`src/pkg/uart_regs.vh`:
```
/*
  Register indices, field positions, reset values and rate constants for
  one enhanced serial channel. Assumes byte address = 4 * index on a
  32-bit AXI4-Lite bus; every register sits in the low bits of its word.
*/
`ifndef UART_REGS_VH
`define UART_REGS_VH

// ----------------------------------------------------------------------
// Register indices (byte address is four times the index)
// ----------------------------------------------------------------------
`define IDX_TIMER2_CONTROL 11'h418
`define IDX_TIMER2_MODE_CONTROL 11'h419
`define IDX_SYSTEM_CONFIGURATION 11'h440
`define IDX_SERIAL_CONTROL 11'h420
`define IDX_DATA_BUFFER 11'h421
`define IDX_EXT_STATUS 11'h422
`define IDX_TIMER1_RELOAD 11'h423
`define IDX_TIMER2_RELOAD 11'h424

// ----------------------------------------------------------------------
// Field positions
// ----------------------------------------------------------------------
`define T2_RX_SEL_BIT 5
`define T2_TX_SEL_BIT 4
`define PRESCALE_SEL_HI_BIT 3
`define PRESCALE_SEL_LO_BIT 2
`define CTRL_MODE_HI 7
`define CTRL_MODE_LO 6
`define CTRL_RX_ENABLE 4
`define CTRL_TX_NINTH 3
`define CTRL_RX_NINTH 2
`define CTRL_TX_DONE 1
`define CTRL_RX_DONE 0
`define STAT_FRAMING 3
`define STAT_BREAK 2
`define STAT_OVERRUN 1
`define STAT_IRQ_ENABLE 0
`define T1_EIGHT_BIT_POS 16

// ----------------------------------------------------------------------
// Reset values
// ----------------------------------------------------------------------
`define RST_REG8 8'h00
`define RST_RELOAD 16'h0000
`define RST_T1_EIGHT_BIT 1'b1

// ----------------------------------------------------------------------
// Rate constants
// ----------------------------------------------------------------------
`define PRE_TERM_DIV4 6'h03
`define PRE_TERM_DIV16 6'h0f
`define PRE_TERM_DIV64 6'h3f
`define SUBS_LAST 4'hf
`define SUB_SAMPLE 4'h7
`define LAST_IDX_SHIFT 4'h7
`define LAST_IDX_EIGHT 4'h9
`define LAST_IDX_NINE 4'ha
`define RESP_OKAY 2'b00
`define RESP_SLVERR 2'b10

`endif

```
`src/rate_timer.v`:
```
/*
  Reload counter used as a rate generator. Counts one step per prescaled
  pulse and gives a one-cycle overflow pulse. Assumes step is a one-cycle
  pulse in the aclk domain.
*/
module rate_timer (
  // Clock and reset
  input wire aclk,
  input wire aresetn,
  // Control
  input wire step,
  input wire eight_bit,
  input wire [15:0] reload,
  // Result
  output reg overflow
);

  reg [15:0] count;
  reg [16:0] last_cfg;
  wire top = eight_bit ? (count[7:0] == 8'hff) : (count == 16'hffff);
  wire cfg_new = {eight_bit, reload} != last_cfg;

  // --------------------------------------------------------------------
  // Counter
  // --------------------------------------------------------------------
  always @(posedge aclk)
  begin
    if (!aresetn)
    begin
      count <= 16'h0000;
      last_cfg <= 17'h00000;
      overflow <= 1'b0;
    end
    else
    begin
      overflow <= step & top;
      last_cfg <= {eight_bit, reload};
      if (cfg_new)
        count <= reload;
      else if (step)
      begin
        if (top && eight_bit)
          count <= {count[15:8], reload[7:0]};
        else if (top)
          count <= reload;
        else if (eight_bit)
          count <= {count[15:8], count[7:0] + 8'h01};
        else
          count <= count + 16'h0001;
      end
    end
  end

endmodule

```
`src/uart_channel.v`:
```
/*
  One enhanced serial channel: double-buffered transmitter, receiver with
  extended status, rate generation and an AXI4-Lite register slave.
  Assumes all inputs are synchronous to aclk and one bus master.
*/
// Design decision made here: register access over AXI4-Lite.
`include "uart_regs.vh"

// Behaviour
// Done flag sets at end of each byte
// Done flag sets on idle buffer write
// Buffered byte follows stop bit without gap
// Ninth transmit bit is read live
// Host clears done flag for single buffering
// Sampling clock is sixteen times bit rate
// Fixed rates are oscillator/16 and oscillator/32
// Variable rate is timer overflow over sixteen
// Variable rate at most oscillator over 64
// Prescaler codes divide 4, 16, 64; reserved
// Timer range 256 or 65536
// Timer 2 steps at prescaled oscillator rate
// Timer 2 select bits route each direction
// Missing stop bit sets sticky framing flag
// All-zero character sets sticky break flag
// Bit eight with receive flag sets overrun
// Status enable forwards errors to receive request
// Data buffer writes transmit, reads receive
// Eight-bit frame: start, eight data, stop
// Nine-bit frame adds programmable ninth bit
module uart_channel (
  // Clock and reset
  input wire aclk,
  input wire aresetn,
  // AXI4-Lite write channels
  input wire [12:0] s_axi_awaddr,
  input wire s_axi_awvalid,
  output reg s_axi_awready,
  input wire [31:0] s_axi_wdata,
  input wire [3:0] s_axi_wstrb,
  input wire s_axi_wvalid,
  output reg s_axi_wready,
  output reg [1:0] s_axi_bresp,
  output reg s_axi_bvalid,
  input wire s_axi_bready,
  // AXI4-Lite read channels
  input wire [12:0] s_axi_araddr,
  input wire s_axi_arvalid,
  output reg s_axi_arready,
  output reg [31:0] s_axi_rdata,
  output reg [1:0] s_axi_rresp,
  output reg s_axi_rvalid,
  input wire s_axi_rready,
  // Serial pins
  input wire serial_in_pin,
  output reg serial_in_pin_out,
  output reg serial_in_pin_oe,
  output reg serial_out_pin,
  // Interrupt requests
  output reg rx_irq_req,
  output reg tx_irq_req
);

  reg aw_got, w_got;
  reg [10:0] waddr;
  reg [31:0] wdata;
  reg [3:0] wstrb;
  reg [7:0] timer2_control, timer2_mode_control, system_configuration;
  reg [1:0] mode;
  reg rx_enable, tx_ninth_bit, rx_ninth_bit, tx_done_flag, rx_done_flag;
  reg framing_err_flag, line_break_flag, overrun_flag, status_irq_enable;
  reg [15:0] t1_reload, t2_reload;
  reg t1_eight_bit;
  reg [5:0] pre_cnt;
  reg timer_prescaled_clock, fix_phase;
  reg tx_busy, tx_buf_full;
  reg [7:0] tx_data, tx_buf;
  reg [3:0] tx_idx, tx_sub;
  reg rx_busy, rx_prev, rx_zero, rx_n9;
  reg [7:0] rx_shift, rx_data;
  reg [3:0] rx_idx, rx_sub;
  reg [31:0] rd_mux;
  reg rd_hit, tx_bit;
  wire t1_ovf, t2_ovf;

  // --------------------------------------------------------------------
  // Bus handshakes
  // --------------------------------------------------------------------
  wire do_write = aw_got & w_got & ~s_axi_bvalid;
  wire next_aw_got = do_write ? 1'b0 : (aw_got | (s_axi_awvalid & s_axi_awready));
  wire next_w_got = do_write ? 1'b0 : (w_got | (s_axi_wvalid & s_axi_wready));
  wire rd_take = s_axi_arvalid & s_axi_arready;
  wire next_rvalid = (s_axi_rvalid & ~s_axi_rready) | rd_take;
  wire wr_lane0 = do_write & wstrb[0];
  wire wr_t2c = wr_lane0 & (waddr == `IDX_TIMER2_CONTROL);
  wire wr_t2m = wr_lane0 & (waddr == `IDX_TIMER2_MODE_CONTROL);
  wire wr_scr = wr_lane0 & (waddr == `IDX_SYSTEM_CONFIGURATION);
  wire wr_ctl = wr_lane0 & (waddr == `IDX_SERIAL_CONTROL);
  wire wr_buf = wr_lane0 & (waddr == `IDX_DATA_BUFFER);
  wire wr_sta = wr_lane0 & (waddr == `IDX_EXT_STATUS);
  wire wr_t1 = do_write & (waddr == `IDX_TIMER1_RELOAD);
  wire wr_t2 = do_write & (waddr == `IDX_TIMER2_RELOAD);
  wire wr_hit = (waddr == `IDX_TIMER2_CONTROL) |
    (waddr == `IDX_TIMER2_MODE_CONTROL) |
    (waddr == `IDX_SYSTEM_CONFIGURATION) |
    (waddr == `IDX_SERIAL_CONTROL) | (waddr == `IDX_DATA_BUFFER) |
    (waddr == `IDX_EXT_STATUS) | (waddr == `IDX_TIMER1_RELOAD) |
    (waddr == `IDX_TIMER2_RELOAD);

  always @(posedge aclk)
  begin
    if (!aresetn)
    begin
      aw_got <= 1'b0;
      w_got <= 1'b0;
      waddr <= 11'h000;
      wdata <= 32'h00000000;
      wstrb <= 4'h0;
      s_axi_awready <= 1'b0;
      s_axi_wready <= 1'b0;
      s_axi_bvalid <= 1'b0;
      s_axi_bresp <= `RESP_OKAY;
      s_axi_arready <= 1'b0;
      s_axi_rvalid <= 1'b0;
      s_axi_rdata <= 32'h00000000;
      s_axi_rresp <= `RESP_OKAY;
    end
    else
    begin
      aw_got <= next_aw_got;
      w_got <= next_w_got;
      s_axi_awready <= ~next_aw_got;
      s_axi_wready <= ~next_w_got;
      if (s_axi_awvalid && s_axi_awready)
        waddr <= s_axi_awaddr[12:2];
      if (s_axi_wvalid && s_axi_wready)
      begin
        wdata <= s_axi_wdata;
        wstrb <= s_axi_wstrb;
      end
      if (do_write)
      begin
        s_axi_bvalid <= 1'b1;
        s_axi_bresp <= wr_hit ? `RESP_OKAY : `RESP_SLVERR;
      end
      else if (s_axi_bready)
        s_axi_bvalid <= 1'b0;
      s_axi_rvalid <= next_rvalid;
      s_axi_arready <= ~next_rvalid;
      if (rd_take)
      begin
        s_axi_rdata <= rd_mux;
        s_axi_rresp <= rd_hit ? `RESP_OKAY : `RESP_SLVERR;
      end
    end
  end

  // --------------------------------------------------------------------
  // Read decode
  // --------------------------------------------------------------------
  always @*
  begin
    rd_mux = 32'h00000000;
    rd_hit = 1'b1;
    case (s_axi_araddr[12:2])
      `IDX_TIMER2_CONTROL: rd_mux[7:0] = timer2_control;
      `IDX_TIMER2_MODE_CONTROL: rd_mux[7:0] = timer2_mode_control;
      `IDX_SYSTEM_CONFIGURATION: rd_mux[7:0] = system_configuration;
      `IDX_SERIAL_CONTROL: rd_mux[7:0] = {mode, 1'b0, rx_enable,
        tx_ninth_bit, rx_ninth_bit, tx_done_flag, rx_done_flag};
      `IDX_DATA_BUFFER: rd_mux[7:0] = rx_data;
      `IDX_EXT_STATUS: rd_mux[7:0] = {4'h0, framing_err_flag,
        line_break_flag, overrun_flag, status_irq_enable};
      `IDX_TIMER1_RELOAD: rd_mux[16:0] = {t1_eight_bit, t1_reload};
      `IDX_TIMER2_RELOAD: rd_mux[15:0] = t2_reload;
      default: rd_hit = 1'b0;
    endcase
  end

  // --------------------------------------------------------------------
  // Rate generation
  // --------------------------------------------------------------------
  wire [1:0] pre_sel = {system_configuration[`PRESCALE_SEL_HI_BIT],
    system_configuration[`PRESCALE_SEL_LO_BIT]};
  wire [5:0] pre_term = (pre_sel == 2'b00) ? `PRE_TERM_DIV4 :
    (pre_sel == 2'b01) ? `PRE_TERM_DIV16 : `PRE_TERM_DIV64;
  wire pre_hit = (pre_cnt == pre_term) & (pre_sel != 2'b11);

  always @(posedge aclk)
  begin
    if (!aresetn)
    begin
      pre_cnt <= 6'h00;
      timer_prescaled_clock <= 1'b0;
      fix_phase <= 1'b0;
    end
    else
    begin
      pre_cnt <= (pre_hit || pre_sel == 2'b11) ? 6'h00 : pre_cnt + 6'h01;
      timer_prescaled_clock <= pre_hit;
      fix_phase <= ~fix_phase;
    end
  end

  rate_timer u_timer1 (
    .aclk(aclk),
    .aresetn(aresetn),
    .step(timer_prescaled_clock),
    .eight_bit(t1_eight_bit),
    .reload(t1_reload),
    .overflow(t1_ovf)
  );

  rate_timer u_timer2 (
    .aclk(aclk),
    .aresetn(aresetn),
    .step(timer_prescaled_clock),
    .eight_bit(1'b0),
    .reload(t2_reload),
    .overflow(t2_ovf)
  );

  // Each tick is one sixteenth of a bit.
  wire t2_tx = timer2_control[`T2_TX_SEL_BIT];
  wire t2_rx = timer2_control[`T2_RX_SEL_BIT];
  wire var_tx = t2_tx ? t2_ovf : t1_ovf;
  wire var_rx = t2_rx ? t2_ovf : t1_ovf;
  wire fixed_tick = (mode == 2'b00) | fix_phase;
  wire tx_tick = mode[0] ? var_tx : fixed_tick;
  wire rx_tick = mode[0] ? var_rx : fixed_tick;
  wire [3:0] last_idx = (mode == 2'b00) ? `LAST_IDX_SHIFT :
    (mode == 2'b01) ? `LAST_IDX_EIGHT : `LAST_IDX_NINE;

  // --------------------------------------------------------------------
  // Transmitter
  // --------------------------------------------------------------------
  wire tx_end = tx_busy & tx_tick & (tx_sub == `SUBS_LAST) &
    (tx_idx == last_idx);
  wire tx_step = tx_busy & tx_tick & ~tx_end;
  wire [3:0] tx_im1 = tx_idx - 4'h1;
  wire tx_start_idle = wr_buf & ~tx_busy;

  always @*
  begin
    if (mode == 2'b00)
      tx_bit = tx_data[tx_idx[2:0]];
    else if (tx_idx == 4'h0)
      tx_bit = 1'b0;
    else if (tx_idx <= 4'h8)
      tx_bit = tx_data[tx_im1[2:0]];
    else if (tx_idx == 4'h9 && mode[1])
      tx_bit = tx_ninth_bit;
    else
      tx_bit = 1'b1;
  end

  always @(posedge aclk)
  begin
    if (!aresetn)
    begin
      tx_busy <= 1'b0;
      tx_buf_full <= 1'b0;
      tx_data <= 8'h00;
      tx_buf <= 8'h00;
      tx_idx <= 4'h0;
      tx_sub <= 4'h0;
      serial_out_pin <= 1'b1;
      serial_in_pin_out <= 1'b1;
      serial_in_pin_oe <= 1'b0;
    end
    else
    begin
      if (tx_step)
      begin
        tx_sub <= tx_sub + 4'h1;
        if (tx_sub == `SUBS_LAST)
          tx_idx <= tx_idx + 4'h1;
      end
      if (tx_end)
      begin
        tx_idx <= 4'h0;
        tx_sub <= 4'h0;
        if (tx_buf_full)
        begin
          tx_data <= tx_buf;
          tx_buf_full <= 1'b0;
        end
        else if (wr_buf)
          tx_data <= wdata[7:0];
        else
          tx_busy <= 1'b0;
      end
      else if (wr_buf && tx_busy && !tx_buf_full)
      begin
        tx_buf <= wdata[7:0];
        tx_buf_full <= 1'b1;
      end
      if (tx_start_idle)
      begin
        tx_busy <= 1'b1;
        tx_data <= wdata[7:0];
        tx_idx <= 4'h0;
        tx_sub <= 4'h0;
      end
      if (mode == 2'b00)
      begin
        serial_out_pin <= ~tx_busy | tx_sub[3];
        serial_in_pin_out <= tx_busy ? tx_bit : 1'b1;
        serial_in_pin_oe <= tx_busy;
      end
      else
      begin
        serial_out_pin <= tx_busy ? tx_bit : 1'b1;
        serial_in_pin_out <= 1'b1;
        serial_in_pin_oe <= 1'b0;
      end
    end
  end

  // --------------------------------------------------------------------
  // Receiver
  // --------------------------------------------------------------------
  wire rx_sample = rx_busy & rx_tick & (rx_sub == `SUB_SAMPLE);
  wire rx_last = rx_sample & (rx_idx == last_idx);
  wire rx_false = rx_sample & (rx_idx == 4'h0) & serial_in_pin;
  wire rx_begin = ~rx_busy & rx_enable & (mode != 2'b00) & rx_prev &
    ~serial_in_pin;
  wire set_fe = rx_last & ~serial_in_pin;
  wire set_br = rx_last & rx_zero & ~serial_in_pin;
  wire set_oe = rx_sample & (rx_idx == 4'h8) & rx_done_flag;

  always @(posedge aclk)
  begin
    if (!aresetn)
    begin
      rx_busy <= 1'b0;
      rx_prev <= 1'b1;
      rx_zero <= 1'b0;
      rx_n9 <= 1'b0;
      rx_shift <= 8'h00;
      rx_data <= 8'h00;
      rx_idx <= 4'h0;
      rx_sub <= 4'h0;
    end
    else
    begin
      rx_prev <= serial_in_pin;
      if (rx_begin)
      begin
        rx_busy <= 1'b1;
        rx_zero <= 1'b1;
        rx_idx <= 4'h0;
        rx_sub <= 4'h0;
      end
      else if (rx_busy && rx_tick)
      begin
        rx_sub <= rx_sub + 4'h1;
        if (rx_sub == `SUBS_LAST)
          rx_idx <= rx_idx + 4'h1;
      end
      if (rx_sample)
      begin
        if (serial_in_pin)
          rx_zero <= 1'b0;
        if (rx_idx >= 4'h1 && rx_idx <= 4'h8)
          rx_shift <= {serial_in_pin, rx_shift[7:1]};
        if (rx_idx == 4'h9)
          rx_n9 <= serial_in_pin;
      end
      if (rx_false || rx_last)
        rx_busy <= 1'b0;
      if (rx_last)
        rx_data <= rx_shift;
    end
  end

  // --------------------------------------------------------------------
  // Software registers and flags
  // --------------------------------------------------------------------
  always @(posedge aclk)
  begin
    if (!aresetn)
    begin
      timer2_control <= `RST_REG8;
      timer2_mode_control <= `RST_REG8;
      system_configuration <= `RST_REG8;
      mode <= 2'b00;
      rx_enable <= 1'b0;
      tx_ninth_bit <= 1'b0;
      rx_ninth_bit <= 1'b0;
      tx_done_flag <= 1'b0;
      rx_done_flag <= 1'b0;
      framing_err_flag <= 1'b0;
      line_break_flag <= 1'b0;
      overrun_flag <= 1'b0;
      status_irq_enable <= 1'b0;
      t1_reload <= `RST_RELOAD;
      t2_reload <= `RST_RELOAD;
      t1_eight_bit <= `RST_T1_EIGHT_BIT;
      rx_irq_req <= 1'b0;
      tx_irq_req <= 1'b0;
    end
    else
    begin
      if (wr_t2c)
        timer2_control <= wdata[7:0];
      if (wr_t2m)
        timer2_mode_control <= wdata[7:0];
      if (wr_scr)
        system_configuration <= wdata[7:0];
      if (wr_ctl)
      begin
        mode <= wdata[`CTRL_MODE_HI:`CTRL_MODE_LO];
        rx_enable <= wdata[`CTRL_RX_ENABLE];
        tx_ninth_bit <= wdata[`CTRL_TX_NINTH];
      end
      if (rx_last)
        rx_ninth_bit <= mode[1] ? rx_n9 : serial_in_pin;
      else if (wr_ctl)
        rx_ninth_bit <= wdata[`CTRL_RX_NINTH];
      tx_done_flag <= tx_end | tx_start_idle |
        (wr_ctl ? wdata[`CTRL_TX_DONE] : tx_done_flag);
      rx_done_flag <= rx_last |
        (wr_ctl ? wdata[`CTRL_RX_DONE] : rx_done_flag);
      framing_err_flag <= set_fe | (framing_err_flag &
        ~(wr_sta & ~wdata[`STAT_FRAMING]));
      line_break_flag <= set_br | (line_break_flag &
        ~(wr_sta & ~wdata[`STAT_BREAK]));
      overrun_flag <= set_oe | (overrun_flag &
        ~(wr_sta & ~wdata[`STAT_OVERRUN]));
      if (wr_sta)
        status_irq_enable <= wdata[`STAT_IRQ_ENABLE];
      if (wr_t1 && wstrb[0])
        t1_reload[7:0] <= wdata[7:0];
      if (wr_t1 && wstrb[1])
        t1_reload[15:8] <= wdata[15:8];
      if (wr_t1 && wstrb[2])
        t1_eight_bit <= wdata[`T1_EIGHT_BIT_POS];
      if (wr_t2 && wstrb[0])
        t2_reload[7:0] <= wdata[7:0];
      if (wr_t2 && wstrb[1])
        t2_reload[15:8] <= wdata[15:8];
      rx_irq_req <= rx_done_flag | (status_irq_enable &
        (framing_err_flag | line_break_flag | overrun_flag));
      tx_irq_req <= tx_done_flag;
    end
  end

endmodule

```
`config.mk`:
```
export PLATFORM = sky130hd
export DESIGN_NAME = uart_channel
export DESIGN_NICKNAME = d
export VERILOG_FILES = /design/src/rate_timer.v /design/src/uart_channel.v
export VERILOG_INCLUDE_DIRS = /design/src /design/src/pkg
export SDC_FILE = /design/constraint.sdc
export NUM_CORES = 1
export LEC_CHECK = 0
export ABC_AREA = 1
export ABC_CLOCK_PERIOD_IN_PS = 1600
export BUFFER_PORTS_ARGS = -buffer_cell sky130_fd_sc_hd__buf_2
export CORE_ASPECT_RATIO = 0.6
export CORE_MARGIN = 2
export CORE_UTILIZATION = 45
export DETAILED_ROUTE_END_ITERATION = 8
export PLACE_DENSITY = 0.7
export SLEW_MARGIN = 20
export SYNTH_ARGS = -nofsm -noshare
export SYNTH_HDL_FRONTEND = slang
export SYNTH_SLANG_ARGS = --single-unit
```
`constraint.sdc`:
```
create_clock -name aclk -period 1.6 [get_ports aclk]
set_clock_uncertainty 0.05 [all_clocks]
set_input_delay 0.32 -clock aclk [delete_from_list [all_inputs] [get_ports aclk]]
set_output_delay 0.32 -clock aclk [all_outputs]
set_load 0.005 [all_outputs]
```
==> metrics.md <==
| Metric | Value |
|---|---|
| Unrepaired setup endpoints after global routing | yes |
| Post-synth top area share | 40.7% |
| Worst r2r src | t2_reload[7] |
| Drt pass-1 iters | 9 |
| Worst vdd ir | 736 uV |
| EDFF count, synth | 0 |
| DR WL/cell | 17.1 um |
| Fin. Hold Viols | 0 |
| Cts bufs inserted | 25 |
| Maxcap violations | 0 |
| Setup slack, reg-to-reg | -0.23 ns |
| Largest net degree at the start of global routing | 64 |
| Die Ht | ~130 um |
| DRC Markers | 0 |
| Chip Width | between 200 and 250 um |
| R2R cell count | 13 |
| Root Buffer | clkbuf_16 |
| CTS sink cnt | 259 |
| Seq pwr share | between 40 and 50% |
| CP Data Required Time | ~2.0 ns |
| # diodes | 0 |
| Comb pwr share | approximately 8.5% |
| Register area | 0.00526 mm2 |
| WP data arrival | 2.21 ns |
| IO Pins | approximately 120 |
| Status | finished, violations left |
| Synth area leader | dfxtp_1 |
| Initial antenna violation count | 0 |
| Max FO, Critical Path | 7 |
| Register area share after synthesis | between 40% and 50% |
| Final net count | ~2300 |
| Fin Hold WS | a little over 0.007 ns |
| First-pass GRT wire length | about 65000 um |
| Via Count | approximately 14000 |
| Area of the multi-input gates | between 0.007 and 0.008 mm2 |
| Commonest non-fill, non-tap cells in the layout | nand2_1, inv_1, dfxtp_1 |
| Core Area | between 0.02 and 0.03 mm2 |
| Clock tree buffer depth | 3 |
| GPL Wtd Cong | between 0.9 and 1 |
| Final wirelength | between 40000 and 50000 um |
| Slew @ Worst Pin | 0.734 ns |
| Max Fclk | roughly 550 MHz |
| Slew Limit Fails | 0 |
| Die area | ~0.030 mm2 |
| Initial drt markers | roughly 1600 |
| Core Util, Final | about two thirds |
| End point of the critical path | u_timer2.count[13] |
| Ys flop type | dfxtp_1 |
| Pint | roughly 11 mW |
| Site row count | 47 |
| Final Critical Period | between 1.5 and 2 ns |
| Number of distinct library cells after synthesis | 57 |
| Pwr Density | between 700 and 800 mW/mm2 |
| Final Cycle Share | 114% |
| Rel. slew slack | 51.0% |
| Number of global-route vias before repair | approximately 12000 |
| Worst-path clk slew | approximately 0.070 ns |
| Syn. warnings | 0 |
| Clock latency on the worst-skew pair | around 0.55 ns |
| Post-synthesis cell area | between 0.01 and 0.015 mm2 |
| Hold crit path type | in2reg |
| Setup WS post-layout | -0.226 ns |
| Drt via density | 5.35 |
| GR Overflow Total | 0 |
| Synth Register Bits | approximately 260 |
| Asr flop ratio synth | 0% |
| Startpoint types | flop |
| Port Buffers | 78 |
| Share of layout cells above drive strength 1 | between 30% and 40% |
| Fillers | about 2100 |
| Crit Path Category | reg2reg |
| Most common cell after layout, fill and taps aside | nand2_1 |
| H-tree depth | 1 |
| Clock network fraction of total power | between 40 and 50% |
| Detailed Place HPWL | between 20000 and 30000 um |
| Net switching power | 3.62 mW |
| Reg2reg end | u_timer2.count[13] |
| Switching share of power | between 20 and 30% |
| Routed Antenna Nets | 0 |
| Synth Instances | 1844 |
| Post-synthesis area per instance | between 6 and 7 um2 |
| Violated checks | negative setup slack |
| Total GRT Usage | between 20% and 30% |
| Critical Path Start | t2_reload[7] |
| Setup Viol. Count Final | ~120 |
| Area Growth Syn to Fin | 44.8% |
| Worst Setup End Kind | flop |
| TritonCTS clock tree | yes |
| Largest cells by area after synthesis | dfxtp_1, nand2_1, inv_1 |
| P_leak | about 8.4 nW |
| Initial Util | roughly 46% |
==> per-layer routing <==
metal	track usage (%)	vias to the layer above	part of all wire (%)
met5	0	-	0
met4	6.71	0	2.4
met3	3.96	100	9.6
met2	40.6	613	43
met1	40.9	6437	45
li1	-	6570	-
==> worst max-delay path, cell delays in order (launching register included) <==
cell     delay (ns)
dfxtp_2        0.37
nand2_1        0.07
nand2_1        0.08
nand3_2        0.07
nor2_2         0.12
nand3_2        0.10
nor2_4         0.21
buf_12         0.18
nand2_8        0.11
buf_12         0.14
nand2_4        0.06
nand3_2        0.05
nand2_1        0.07
inv_1          0.04
==> cell type report <==
cell class | instances | area share, %
inverters | 266 | 5.58
flip-flops and latches | 259 | 28.5
multi-input cells | 1254 | 42.1
clock inverters | 17 | 1.21
clock buffers | 27 | 3.54
well taps | 367 | 2.49
repair buffers | 374 | 16.5
==> how the worst min path moves through the flow <==
stage | startpoint | endpoint | slack, ns | cells past startpoint
after CTS | s_axi_wdata[16] | wdata[16] | 0.0004 | 3
final | s_axi_wdata[16] | wdata[16] | 0.007 | 3
after global routing | s_axi_wdata[14] | wdata[14] | 0.02 | 3
after detailed placement | fix_phase | fix_phase | 0.36 | 1
after floorplan | fix_phase | fix_phase | 0.34 | 1
after global placement | fix_phase | fix_phase | 0.35 | 1
==> state kept, by name, indices dropped and copies added (netlist names), 11 cells and up <==
signal / cells
u_timer2.last_cfg: 16
u_timer1.count: 16
waddr: 11
wdata: 17
u_timer2.count: 16
t2_reload: 16
t1_reload: 16
s_axi_rdata: 17
u_timer1.last_cfg: 17
==> metrics by stage <==
stage          cell area (um2)  setup slack, ns  TNS (ns)  total power, mW  cells
2_1_floorplan            12900          -0.0512    -0.407             7.39   1860
3_3_place_gp             15000           -0.225    -12.66             7.79   2432
3_5_place_dp             15000           -0.309    -19.45             7.81   2432
4_1_cts                  17500           -0.138     -5.86             14.3   2540
5_1_grt                  18500           -0.333    -21.81             14.9   2564
6_report                 18500           -0.226    -11.62             14.5   2564
==> cells in the mapped netlist, types with 7 or more instances <==
cell type	n
xnor2_1	18
nor2_1	223
a211oi_1	12
inv_1	256
buf_4	21
o21ai_1	7
nor3_1	16
nand3_1	130
a31oi_1	13
nand4_1	25
o21ai_0	171
nor2_4	7
a21oi_1	134
nand2_1	369
clkbuf_1	38
inv_2	7
nand2_2	9
xor2_1	26
ha_1	12
dfxtp_1	259
o221ai_1	8
buf_2	21
==> power groups by stage <==
stage          Combinational (mW)  Sequential [mW]  Clock (mW)
5_1_grt                      1.34             6.76        6.78
6_report                     1.23             6.75        6.47
3_5_place_dp                0.949             6.86           0
2_1_floorplan               0.571             6.82           0
4_1_cts                      1.09             6.74        6.51
3_3_place_gp                0.929             6.86           0
==> repair_timing <==
item                                    CTS  global route
resized for setup                       351           235
endpoints found under the setup margin  131           150
setup buffers                            44            23
endpoints found under the hold margin    10             0
hold buffers                             10             0
pin swaps                                89            85
cloned                                   12             3
==> logic make-up after synthesis <==
kind of cell    synth area share [%]
simple gates                    28.1
compound gates                  15.5
buf+inv                         11.5
flops                           40.7
xor+xnor                        3.02
fa+ha+maj                       1.18
other cells                   0.0294
No activity file was read; power rests on OpenSTA's default activity.
